`src/rtl/scri_defines.svh`:
```
// Purpose: constants of the routing and integrity core
// Assumes: included by bare name
// Notes: byte address = port * 0x40 + index * 4
`ifndef SCRI_DEFINES_SVH
`define SCRI_DEFINES_SVH
`define SCRI_CLK_HZ 25000000
`define SCRI_MS_CYCLES (`SCRI_CLK_HZ / 1000)
// 50 ms age limit, in ms
`define SCRI_TIMEOUT_MS 16'h0032
`define SCRI_IDX_CTL 4'h0
`define SCRI_IDX_PECNT 4'h1
`define SCRI_IDX_TDCNT 4'h2
`define SCRI_IDX_PSTS 4'h3
`define SCRI_IDX_SSTS 4'h4
`define SCRI_IDX_WBASE 4'h5
`define SCRI_IDX_WLIM 4'h6
`define SCRI_IDX_BUS 4'h7
`define SCRI_SIL_PAR_BIT 0
`define SCRI_SIL_PTO_BIT 1
`define SCRI_DPE_BIT 15
`define SCRI_RST_CTL 2'h0
`define SCRI_RST_WIN 32'h0000_0000
`define SCRI_RST_BUS 16'h0000
`define SCRI_CNT_MAX 8'hFF
`define SCRI_TY_MRD 5'h00
`define SCRI_TY_MRDLK 5'h01
`define SCRI_TY_IO 5'h02
`define SCRI_TY_CFG0 5'h04
`define SCRI_TY_CFG1 5'h05
`define SCRI_TY_CPL 5'h0A
`define SCRI_TY_CPLLK 5'h0B
`define SCRI_MR_ROOT 3'h0
`define SCRI_MR_ADDR 3'h1
`define SCRI_MR_ID 3'h2
`define SCRI_MR_BCAST 3'h3
`define SCRI_MR_LOCAL 3'h4
`define SCRI_MR_GATHER 3'h5
`define SCRI_PME_TO_ACK 8'h1B
`endif

```
`src/rtl/scri_pkg.sv`:
```
// Purpose: types of the routing and integrity core
// Assumes: nothing
// Notes: all module state is kept in the structs below
package scri_pkg;
  typedef enum logic [1:0] {
    eg_idle = 2'h0,
    eg_body = 2'h1
  } scri_eg_state_t;
  typedef enum logic [1:0] {
    cls_posted = 2'h0,
    cls_nonposted = 2'h1,
    cls_cpl = 2'h2
  } scri_cls_t;
  typedef struct packed {
    logic [7:0] cnt;
  } scri_cnt_st_t;
  typedef struct packed {
    logic [2:0] sil_par;
    logic [2:0] sil_pto;
    logic [2:0] pri_dpe;
    logic [2:0] sec_dpe;
    logic [1:0][31:0] win_base;
    logic [1:0][31:0] win_limit;
    logic [1:0][15:0] bus_rng;
    logic [31:0] prdata;
    logic pready;
    logic pslverr;
    logic rt_done;
    logic [2:0] rt_dest;
    logic rt_local;
    logic rt_ur;
    logic ing_par_valid;
    logic ing_par;
    logic [2:0] retry_req;
    logic alt_par_valid;
    logic alt_par;
    logic gen_par_valid;
    logic gen_par;
    scri_eg_state_t eg_state;
    logic eg_err;
    logic egr_end;
    logic egr_edb;
    logic [31:0] egr_lcrc_out;
    logic con_err;
    logic con_discard;
    logic [15:0] ms_div;
    logic [15:0] ts_now;
    logic hob_discard;
    logic err_msg;
    logic [1:0] err_port;
  } scri_state_t;
endpackage

```
`src/rtl/scri_core.sv`:
```
// Purpose: routing class, parity integrity and head-of-buffer timeout
//   for a three-port switch core (port 0 upstream, 1 and 2 downstream)
// Assumes: all strobes come from logic on sys_clk; registers on APB
// Notes: one error message per cycle, lowest port wins
// Functional notes
// - route addresses in 32-bit and 64-bit format
// - ID routing by bus number only
// - memory, I/O, address messages follow address
// - config, completions, ID messages follow ID
// - gathered routing only for PME_TO_Ack
// - broadcast accepted only on upstream port
// - ingress checks LCRC, computes doubleword parity
// - LCRC error triggers link retry
// - altered TLPs get parity updated, not regenerated
// - egress checks parity beside LCRC
// - egress parity error: invert LCRC, end EDB
// - parity error: message if enabled, count
// - downstream sets primary, upstream secondary flag
// - no parity messages once counter saturates
// - silent bit stops messages and flag
// - reset clears silent parity control
// - nullified TLPs carry no parity check
// - produced TLPs get parity, consumed checked
// - discard heads older than 50 ms
// - posted timeout discard sends message
// - per-class drop counters, saturating, clear-on-read
// - posted messages stop on saturation or silence
// - three input classes per port, timestamped
`timescale 1ns/1ps
`include "scri_defines.svh"
module scri_core
#(
  parameter logic [15:0] MS_CYCLES = 16'(`SCRI_MS_CYCLES)
)
(
  // clock and reset
  input wire logic sys_clk,
  input wire logic rst,
  // apb slave
  input wire logic [11:0] paddr,
  input wire logic psel,
  input wire logic penable,
  input wire logic pwrite,
  input wire logic [31:0] pwdata,
  output logic [31:0] prdata,
  output logic pready,
  output logic pslverr,
  // route lookup
  input wire logic rt_valid,
  input wire logic [1:0] rt_port,
  input wire logic [2:0] rt_fmt,
  input wire logic [4:0] rt_type,
  input wire logic [63:0] rt_addr,
  input wire logic [7:0] rt_bus,
  input wire logic [7:0] rt_msg_code,
  output logic rt_done,
  output logic [2:0] rt_dest,
  output logic rt_local,
  output logic rt_ur,
  // ingress data link
  input wire logic ing_valid,
  input wire logic [1:0] ing_port,
  input wire logic [31:0] ing_dw,
  input wire logic ing_last,
  input wire logic ing_lcrc_ok,
  output logic ing_par_valid,
  output logic ing_par,
  output logic [2:0] retry_req,
  // in-transit modification
  input wire logic alt_valid,
  input wire logic [31:0] alt_old_dw,
  input wire logic [31:0] alt_new_dw,
  input wire logic alt_old_par,
  output logic alt_par_valid,
  output logic alt_par,
  // switch-produced tlp
  input wire logic gen_valid,
  input wire logic [31:0] gen_dw,
  output logic gen_par_valid,
  output logic gen_par,
  // egress data link
  input wire logic egr_valid,
  input wire logic [1:0] egr_port,
  input wire logic [31:0] egr_dw,
  input wire logic egr_par,
  input wire logic egr_last,
  input wire logic egr_nullified,
  input wire logic [31:0] egr_lcrc,
  output logic egr_end,
  output logic egr_edb,
  output logic [31:0] egr_lcrc_out,
  // switch-consumed tlp
  input wire logic con_valid,
  input wire logic [1:0] con_port,
  input wire logic [31:0] con_dw,
  input wire logic con_par,
  input wire logic con_last,
  output logic con_discard,
  // head of input buffer
  input wire logic hob_valid,
  input wire logic [1:0] hob_port,
  input wire logic [1:0] hob_class,
  input wire logic [15:0] hob_stamp,
  output logic [15:0] ts_now,
  output logic hob_discard,
  // error message request
  output logic err_msg,
  output logic [1:0] err_port
);
  scri_pkg::scri_state_t st;
  scri_pkg::scri_state_t next_st;
  logic [4:0][31:0] lane_dw;
  logic [4:0] lane_base;
  logic [4:0] lane_par;
  logic [2:0][3:0] cnt_inc;
  logic [2:0][3:0] cnt_clr;
  logic [2:0][3:0] cnt_full;
  logic [2:0][3:0][7:0] cnt_val;
  logic [2:0] pe_ev;
  logic [2:0][2:0] to_ev;
  logic [2:0] msg_ev;
  logic apb_go;
  logic apb_wr;
  logic [1:0] a_port;
  logic [3:0] a_idx;
  logic expired;
  logic eg_perr;
  logic is_msg;
  logic [31:0] addr_key;
  logic key_ok;
  logic [1:0] ahit;
  logic [1:0] ihit;

  function automatic logic reg_sel(input logic [11:0] a,
    input logic [1:0] p, input logic [3:0] i);
    return a[11:8] == 4'h0 && a[7:6] == p && a[5:2] == i;
  endfunction

  // {ur, dest}: own window first, else upward, else no route
  function automatic logic [3:0] route_pick(input logic [1:0] hit,
    input logic [1:0] src);
    if (hit[0])
      return 4'h2;
    else if (hit[1])
      return 4'h4;
    else if (src != 2'h0)
      return 4'h1;
    else
      return 4'h8;
  endfunction

  // doubleword parity: ingress, alter, produce, egress, consume
  assign lane_dw[0] = ing_dw;
  assign lane_base[0] = 1'b0;
  assign lane_dw[1] = alt_old_dw ^ alt_new_dw;
  assign lane_base[1] = alt_old_par;
  assign lane_dw[2] = gen_dw;
  assign lane_base[2] = 1'b0;
  assign lane_dw[3] = egr_dw;
  assign lane_base[3] = egr_par;
  assign lane_dw[4] = con_dw;
  assign lane_base[4] = con_par;

  genvar g;
  genvar k;
  generate
    for (g = 0; g < 5; g++)
    begin : g_lane
      scri_parity u_par (
        .dw(lane_dw[g]),
        .base(lane_base[g]),
        .par(lane_par[g])
      );
    end
    // per port: parity count, then posted, nonposted, completion drops
    for (g = 0; g < 3; g++)
    begin : g_port
      assign cnt_inc[g][0] = pe_ev[g];
      assign cnt_clr[g][0] = apb_wr
        && reg_sel(paddr, 2'(g), `SCRI_IDX_PECNT);
      for (k = 1; k < 4; k++)
      begin : g_cls
        assign cnt_inc[g][k] = to_ev[g][k-1];
        assign cnt_clr[g][k] = apb_go && !pwrite
          && reg_sel(paddr, 2'(g), `SCRI_IDX_TDCNT);
      end
      for (k = 0; k < 4; k++)
      begin : g_cnt
        scri_sat_cnt u_cnt (
          .sys_clk(sys_clk),
          .rst(rst),
          .inc(cnt_inc[g][k]),
          .clr(cnt_clr[g][k]),
          .cnt(cnt_val[g][k]),
          .full(cnt_full[g][k])
        );
      end
      assign pe_ev[g] = (eg_perr && egr_port == 2'(g))
        || (con_valid && con_last && con_port == 2'(g)
        && (st.con_err || lane_par[4]));
      for (k = 0; k < 3; k++)
      begin : g_to
        assign to_ev[g][k] = hob_valid && expired
          && hob_port == 2'(g) && hob_class == 2'(k);
      end
      assign msg_ev[g] = (pe_ev[g] && !st.sil_par[g]
        && !cnt_full[g][0])
        || (to_ev[g][scri_pkg::cls_posted] && !st.sil_pto[g]
        && !cnt_full[g][1]);
    end
  endgenerate

  assign apb_go = psel && penable && !st.pready;
  assign apb_wr = psel && penable && st.pready && pwrite;
  assign a_port = paddr[7:6];
  assign a_idx = paddr[5:2];
  // wraps with the 16-bit timestamp, so heads must leave within 65 s
  assign expired = 16'(st.ts_now - hob_stamp) > `SCRI_TIMEOUT_MS;
  // nullified packets are skipped: their parity means nothing
  assign eg_perr = egr_valid && egr_last && !egr_nullified
    && (st.eg_err || lane_par[3]);
  assign is_msg = rt_type[4:3] == 2'h2;
  // 64-bit window compare on bits 47:16; higher bits must be zero
  assign addr_key = rt_fmt[0] ? rt_addr[47:16]
    : {16'h0000, rt_addr[31:16]};
  assign key_ok = !rt_fmt[0] || rt_addr[63:48] == 16'h0000;
  always_comb
  begin
    for (int w = 0; w < 2; w++)
    begin
      ahit[w] = key_ok && addr_key >= st.win_base[w]
        && addr_key <= st.win_limit[w];
      ihit[w] = rt_bus >= st.bus_rng[w][7:0]
        && rt_bus <= st.bus_rng[w][15:8];
    end
  end

  always_comb
  begin
    next_st = st;
    // apb: answer one cycle after access starts, write on completion
    next_st.pready = apb_go;
    next_st.pslverr = 1'b0;
    if (apb_go)
    begin
      next_st.prdata = 32'h0000_0000;
      next_st.pslverr = a_port == 2'h3 || paddr[11:8] != 4'h0
        || a_idx > `SCRI_IDX_BUS;
      if (a_port != 2'h3)
      begin
        case (a_idx)
          `SCRI_IDX_CTL:
            next_st.prdata[1:0] = {st.sil_pto[a_port],
              st.sil_par[a_port]};
          `SCRI_IDX_PECNT:
            next_st.prdata[7:0] = cnt_val[a_port][0];
          `SCRI_IDX_TDCNT:
            next_st.prdata[23:0] = {cnt_val[a_port][3],
              cnt_val[a_port][2], cnt_val[a_port][1]};
          `SCRI_IDX_PSTS:
            next_st.prdata[`SCRI_DPE_BIT] = st.pri_dpe[a_port];
          `SCRI_IDX_SSTS:
            next_st.prdata[`SCRI_DPE_BIT] = st.sec_dpe[a_port];
          `SCRI_IDX_WBASE:
            if (a_port != 2'h0)
              next_st.prdata = st.win_base[a_port[1]];
          `SCRI_IDX_WLIM:
            if (a_port != 2'h0)
              next_st.prdata = st.win_limit[a_port[1]];
          `SCRI_IDX_BUS:
            if (a_port != 2'h0)
              next_st.prdata[15:0] = st.bus_rng[a_port[1]];
          default:
            next_st.prdata = 32'h0000_0000;
        endcase
      end
    end
    if (apb_wr && a_port != 2'h3 && paddr[11:8] == 4'h0)
    begin
      case (a_idx)
        `SCRI_IDX_CTL:
        begin
          next_st.sil_par[a_port] = pwdata[`SCRI_SIL_PAR_BIT];
          next_st.sil_pto[a_port] = pwdata[`SCRI_SIL_PTO_BIT];
        end
        `SCRI_IDX_PSTS:
          if (pwdata[`SCRI_DPE_BIT])
            next_st.pri_dpe[a_port] = 1'b0;
        `SCRI_IDX_SSTS:
          if (pwdata[`SCRI_DPE_BIT])
            next_st.sec_dpe[a_port] = 1'b0;
        `SCRI_IDX_WBASE:
          if (a_port != 2'h0)
            next_st.win_base[a_port[1]] = pwdata;
        `SCRI_IDX_WLIM:
          if (a_port != 2'h0)
            next_st.win_limit[a_port[1]] = pwdata;
        `SCRI_IDX_BUS:
          if (a_port != 2'h0)
            next_st.bus_rng[a_port[1]] = pwdata[15:0];
        default:
          next_st.pslverr = 1'b0;
      endcase
    end
    // flag sets come after the clears so a coincident event wins
    for (int p = 0; p < 3; p++)
    begin
      if (pe_ev[p] && !st.sil_par[p])
      begin
        if (p == 0)
          next_st.sec_dpe[p] = 1'b1;
        else
          next_st.pri_dpe[p] = 1'b1;
      end
    end
    // route classification
    next_st.rt_done = rt_valid;
    next_st.rt_dest = 3'h0;
    next_st.rt_local = 1'b0;
    next_st.rt_ur = 1'b0;
    if (rt_valid)
    begin
      if (rt_port == 2'h3)
        next_st.rt_ur = 1'b1;
      else if ((!is_msg && (rt_type == `SCRI_TY_MRD
        || rt_type == `SCRI_TY_MRDLK || rt_type == `SCRI_TY_IO))
        || (is_msg && rt_type[2:0] == `SCRI_MR_ADDR))
        {next_st.rt_ur, next_st.rt_dest} =
          route_pick(ahit, rt_port);
      else if (rt_type == `SCRI_TY_CFG0 || rt_type == `SCRI_TY_CFG1
        || rt_type == `SCRI_TY_CPL || rt_type == `SCRI_TY_CPLLK
        || (is_msg && rt_type[2:0] == `SCRI_MR_ID))
        {next_st.rt_ur, next_st.rt_dest} =
          route_pick(ihit, rt_port);
      else if (is_msg)
      begin
        case (rt_type[2:0])
          `SCRI_MR_ROOT:
            next_st.rt_dest = 3'h1;
          `SCRI_MR_BCAST:
            if (rt_port == 2'h0)
              next_st.rt_dest = 3'h6;
            else
              next_st.rt_ur = 1'b1;
          `SCRI_MR_LOCAL:
            next_st.rt_local = 1'b1;
          `SCRI_MR_GATHER:
            if (rt_msg_code == `SCRI_PME_TO_ACK)
              next_st.rt_dest = 3'h1;
            else
              next_st.rt_ur = 1'b1;
          default:
            next_st.rt_ur = 1'b1;
        endcase
      end
      else
        next_st.rt_ur = 1'b1;
    end
    // ingress, alter and produce parity, retry on bad lcrc
    next_st.ing_par_valid = ing_valid;
    next_st.ing_par = lane_par[0];
    next_st.retry_req = 3'h0;
    if (ing_valid && ing_last && !ing_lcrc_ok && ing_port != 2'h3)
      next_st.retry_req[ing_port] = 1'b1;
    next_st.alt_par_valid = alt_valid;
    next_st.alt_par = lane_par[1];
    next_st.gen_par_valid = gen_valid;
    next_st.gen_par = lane_par[2];
    // egress packet tracking
    next_st.egr_end = 1'b0;
    next_st.egr_edb = 1'b0;
    if (egr_valid)
    begin
      case (st.eg_state)
        // cleared on the last dword: no carry into the next packet
        scri_pkg::eg_idle:
          next_st.eg_err = !egr_last && lane_par[3];
        scri_pkg::eg_body:
          next_st.eg_err = !egr_last && (st.eg_err || lane_par[3]);
        default:
          next_st.eg_err = 1'b0;
      endcase
      next_st.eg_state = egr_last ? scri_pkg::eg_idle
        : scri_pkg::eg_body;
      if (egr_last)
      begin
        next_st.egr_end = 1'b1;
        next_st.egr_edb = egr_nullified || eg_perr;
        next_st.egr_lcrc_out = eg_perr ? ~egr_lcrc : egr_lcrc;
      end
    end
    // consumed packets: discard on any bad doubleword
    next_st.con_discard = 1'b0;
    if (con_valid)
    begin
      next_st.con_err = !con_last && (st.con_err || lane_par[4]);
      next_st.con_discard = con_last && (st.con_err || lane_par[4]);
    end
    // millisecond timestamp and head-of-buffer age check
    if (st.ms_div == MS_CYCLES - 16'h0001)
    begin
      next_st.ms_div = 16'h0000;
      next_st.ts_now = st.ts_now + 16'h0001;
    end
    else
      next_st.ms_div = st.ms_div + 16'h0001;
    next_st.hob_discard = hob_valid && expired;
    // error messages collapse: one per cycle
    next_st.err_msg = |msg_ev;
    next_st.err_port = msg_ev[0] ? 2'h0 : (msg_ev[1] ? 2'h1 : 2'h2);
  end

  always_ff @(posedge sys_clk or posedge rst)
  begin
    if (rst)
    begin
      st <= '0;
      st.sil_par <= {3{1'(`SCRI_RST_CTL >> `SCRI_SIL_PAR_BIT)}};
      st.sil_pto <= {3{1'(`SCRI_RST_CTL >> `SCRI_SIL_PTO_BIT)}};
      st.win_base <= {2{`SCRI_RST_WIN}};
      st.win_limit <= {2{`SCRI_RST_WIN}};
      st.bus_rng <= {2{`SCRI_RST_BUS}};
      st.eg_state <= scri_pkg::eg_idle;
    end
    else
      st <= next_st;
  end

  assign prdata = st.prdata;
  assign pready = st.pready;
  assign pslverr = st.pslverr;
  assign rt_done = st.rt_done;
  assign rt_dest = st.rt_dest;
  assign rt_local = st.rt_local;
  assign rt_ur = st.rt_ur;
  assign ing_par_valid = st.ing_par_valid;
  assign ing_par = st.ing_par;
  assign retry_req = st.retry_req;
  assign alt_par_valid = st.alt_par_valid;
  assign alt_par = st.alt_par;
  assign gen_par_valid = st.gen_par_valid;
  assign gen_par = st.gen_par;
  assign egr_end = st.egr_end;
  assign egr_edb = st.egr_edb;
  assign egr_lcrc_out = st.egr_lcrc_out;
  assign con_discard = st.con_discard;
  assign ts_now = st.ts_now;
  assign hob_discard = st.hob_discard;
  assign err_msg = st.err_msg;
  assign err_port = st.err_port;
endmodule

```
`src/rtl/scri_parity.sv`:
```
// Purpose: even parity of one doubleword folded into a base bit
// Assumes: combinational use only
// Notes: base 0 gives fresh parity, base = carried parity gives a
//   check (1 = error) or, with dw = old ^ new, an incremental update
`timescale 1ns/1ps
module scri_parity
(
  // data
  input wire logic [31:0] dw,
  input wire logic base,
  // result
  output logic par
);
  assign par = base ^ (^dw);
endmodule

```
`src/rtl/scri_sat_cnt.sv`:
```
// Purpose: 8-bit saturating event counter with clear
// Assumes: inc and clr from logic on sys_clk
// Notes: an increment in the clear cycle is kept
`timescale 1ns/1ps
`include "scri_defines.svh"
module scri_sat_cnt
(
  // clock and reset
  input wire logic sys_clk,
  input wire logic rst,
  // control
  input wire logic inc,
  input wire logic clr,
  // state
  output logic [7:0] cnt,
  output logic full
);
  scri_pkg::scri_cnt_st_t st;
  scri_pkg::scri_cnt_st_t next_st;

  always_comb
  begin
    next_st = st;
    if (clr)
    begin
      // read-back already took the old value; keep this event
      next_st.cnt = inc ? 8'h01 : 8'h00;
    end
    else if (inc && st.cnt != `SCRI_CNT_MAX)
    begin
      next_st.cnt = st.cnt + 8'h01;
    end
  end

  always_ff @(posedge sys_clk or posedge rst)
  begin
    if (rst)
      st <= '0;
    else
      st <= next_st;
  end

  assign cnt = st.cnt;
  assign full = (st.cnt == `SCRI_CNT_MAX);
endmodule

```
`config.mk`:
```
export PLATFORM = sky130hd
export DESIGN_NAME = scri_core
export DESIGN_NICKNAME = d
export VERILOG_FILES = /design/src/rtl/scri_pkg.sv /design/src/rtl/scri_core.sv /design/src/rtl/scri_parity.sv /design/src/rtl/scri_sat_cnt.sv
export VERILOG_INCLUDE_DIRS = /design/src /design/src/rtl
export SDC_FILE = /design/constraint.sdc
export NUM_CORES = 1
export LEC_CHECK = 0
export ABC_AREA = 1
export BUFFER_PORTS_ARGS = -buffer_cell sky130_fd_sc_hd__buf_2
export CORE_ASPECT_RATIO = 1.4
export CORE_MARGIN = 2
export CORE_UTILIZATION = 45
export CTS_BUF_LIST = sky130_fd_sc_hd__clkbuf_8
export DETAILED_ROUTE_END_ITERATION = 8
export GPL_TIMING_DRIVEN = 1
export PLACE_DENSITY = 0.67
export SYNTH_ARGS = -nofsm -noshare
export SYNTH_HDL_FRONTEND = slang
export SYNTH_SLANG_ARGS = --single-unit
export TNS_END_PERCENT = 20
```
`constraint.sdc`:
```
create_clock -name sys_clk -period 42.1 [get_ports sys_clk]
set_input_delay 10.525 -clock sys_clk [delete_from_list [all_inputs] [get_ports sys_clk]]
set_output_delay 10.525 -clock sys_clk [all_outputs]
set_load 0.005 [all_outputs]
```
==> impl_results.md <==
- Peak supply drop: 0.0209 mV
- Vias per inst: 5.19
- Crit path kind: in2reg
- LEAKAGE: 16.0 nW
- Avg WL per Cell: 17.3 um
- Syn Inst Count: 3,630
- Clock power frac: 35.5%
- Net Count, Synth: 4,224
- Initial antenna violation count: 15
- Xor/xnor share of the synthesized area: 7.82%
- Synth area leader: dfrtp_1
- Clock sinks: 391
- Cell Chain, Critical Path: buf_2, nor2_2, buf_4, clkinv_2, nor2_1, nand3_1, clkinv_1, nand3_1, o21ai_0, nand2_1, o21ai_2
- Slew margin rel.: 23.0%
- Ys async rst share: 100%
- Clock latency on the worst-skew pair: 0.69 ns
- Fin util: 52.0%
- CP Launch Type: input pin
- Cell row count: 107
- Adder-Cell Fraction of Synth Area: 8.66%
- Post-placement cell count: 4,765
- Number of global-route vias before repair: 24,497
- Sequential power share: 42.2%
- Die Span Y: 297 um
- Post-route setup TNS: 0 ns
- Gr ovfl total: 0
- Finished Layout Cells: 4,898
- 1st-iter DRT viols: 1,664
- # port buffers: 487
- Clock buffer depth: 3
- Final Hold Fails: 0
- Yosys warning count: 0
- P_int: 699 uW
- RSZ-0062 raised after global routing: no
- Distinct cell type count after synthesis: 56
- Net Sw Frac: 32.3%
- Gpl congestion: 0.912
- Global-route wire length before repair: 131,000 um
- Largest family of logic cells by synthesized area: simple AND/OR/NAND/NOR gates
- Dominant synthesized flop cell: dfrtp_1
- Class of the worst hold path: reg2reg
- Syn Area/Cell: 7.59 um2
- CP delay by family, top: buffers and inverters
- Synth Area in Compound Gates: 14.0%
- Post-CTS Setup Bufs: 0
- Clk slew on worst S/H paths: 0.06 ns
- Clk root buf: clkbuf_8
- TritonCTS clock tree: done
- Overall die width: 213 um
- Critical Path Most Common Cell: nand3_1
- WHS: 0.462 ns
- Synth Register Bits: 391
- Period utilization: 32.4%
- Largest fanout on the critical path: 52
- Wirelength, routed: 84,500 um
- Total track usage: 26.6%
- # fillers: 6,065
- Fmax: 73.3 MHz
- DRC viols: 0
- Initial core utilization: 45.4%
- Buf+Inv Stages, Crit Path: 4
- Tmin final: 13.64 ns
- Vias: 25,430
- Synth Cell Area: 27,500 um2
- Most common cell in the synthesized netlist: nand2_1
- Post-route design area: 31,500 um2
- Slew Limit Fails: 0
- First drt pass iteration count: 5
- Part of the power in combinational logic: 22.3%
- Largest net degree at the start of global routing: 129
- Synth area leaders: dfrtp_1 (36%), nand2_1 (12%), ha_1 (8.6%), inv_1 (6.7%), o21ai_0 (4.9%)
- Psw: 333 uW
- Register area: 9780 um2
- Simple-gate share of the synthesized area: 23.1%
- Most frequent cells after synthesis: nand2_1 (904), inv_1 (492), dfrtp_1 (391), o21ai_0 (269), nand3_1 (260)
- Clock skew: 0.0344 ns
- Area Overhead vs Synth: 14.5%
- Status: finished, final reports clean
- Max-Cap Viols: 0
- CP Data Required Time: 42.69 ns
- Count of final setup violators: 0
- WP data arrival: 14.23 ns
- Core Footprint: 60,600 um2
- Number of synthesized flops with an enable pin: 0
- Num ports: 508
- CP endpoint kind: flop
- Seq/Total Area, Yosys: 35.5%
- DP Area: 30,100 um2
- Synth top area share: 35.5%
- Slew of the pin with the lowest slew margin: 1.15 ns
- Fraction of layout cells with a size suffix above 1: 17.1%
- ANT nets after route: 0
- CTS H-tree depth: 3
- Post-CTS resize count: 0
- Footprint of the multi-input gates: 14,800 um2
- HPWL after DPL: 64,200 um
- Hold buffers post-CTS: 0
- Nets@finish: 4,614
- Maximum cell stage delay along the critical path: 0.81 ns
- TritonCTS Buffers: 70
- Mux contribution to synthesized area: 0%
- Slowest CP cell: nand3_1
- Die area: 63,200 um2
- Power per cell area: 32.7 nW/um2
==> power by group through the flow <==
stage                     Combinational, mW  Clock [mW]  Sequential (mW)
after CTS                             0.233       0.375            0.435
after global placement                0.227           0            0.441
after global routing                  0.261       0.391            0.440
after floorplan                       0.167           0            0.435
final                                 0.230       0.366            0.436
after detailed placement              0.232           0            0.441
==> through the flow <==
stage / setup slack (ns) / total power [mW]
CTS: 28.50 / 1.04
detailed placement: 27.78 / 0.673
floorplan: 20.71 / 0.601
finish: 28.46 / 1.03
global route: 28.16 / 1.09
global placement: 27.79 / 0.668
==> logic make-up (layout without fill, tap and decap cells) <==
kind of cell             count (synthesis)  after routing
adder cells (fa/ha/maj)                190            190
flip-flops                             391            391
AND/OR/NAND/NOR                       1469           1469
XOR/XNOR                               246            246
buffers and inverters                  690           1135
AO/OA/AOI/OAI                          644            644
other                                    0              6
==> layout make-up <==
type                            instances  share of cell area, %
Clock buffer                           87                   3.80
Tap cell                              817                   3.24
Inverter                              498                   5.96
Sequential cell                       391                   31.0
Timing Repair Buffer                  510                   8.28
Antenna cell                            6                 0.0476
Multi-Input combinational cell       2549                   47.0
Clock inverter                         40                  0.690
==> routing by layer <==
metal | routed length (um) | GRT usage, % | vias up
li1 | - | - | 12654
met1 | 33100 | 30.8 | 11715
met2 | 41800 | 46.5 | 851
met3 | 5420 | 4.90 | 196
met4 | 4090 | 13.3 | 14
met5 | 99 | 0 | -
==> placed cells by master, fill, tap and decap left out, drive strengths merged, types with 19 or more instances in the layout <==
master	count
nor2	145
inv	525
nor3	29
nand2	918
ha	189
o211ai	19
nand3b	37
a22o	33
o22ai	79
nand4	40
clkbuf	87
o21ai	309
buf	510
xor2	114
o221ai	20
dfrtp	391
nor4	19
xnor2	132
nand3	269
a21oi	133
==> sequential cells by signal, summed over array words and instances (netlist names), 2 cells and up <==
register and flops:
egr_lcrc_out 32, err_port 2, g_port.g_cnt.u_cnt.cnt 96, prdata 32, retry_req 3, rt_dest 3, st 191, ts_now 16
==> final timing paths <==
check / cells past startpoint / slack [ns] / startpoint / end
max reg2reg: 17 / 38.72 / ts_now[0]$_DFFE_PP0N_ / err_msg$_DFF_PP0_
max in group asynchronous: 4 / 29.65 / rst / err_port[0]$_DFF_PP0_
min: 1 / 0.46 / st[20]$_DFF_PP0_ / st[20]$_DFF_PP0_
min in group asynchronous: 2 / 10.02 / rst / st[136]$_DFFE_PP0P_
min reg2reg: 1 / 0.46 / st[20]$_DFF_PP0_ / st[20]$_DFF_PP0_
max: 11 / 28.46 / paddr[7] / g_port[1].g_cnt[1].u_cnt.cnt[0]$_DFFE_PP0P_
(Power assumes the default switching activity.)
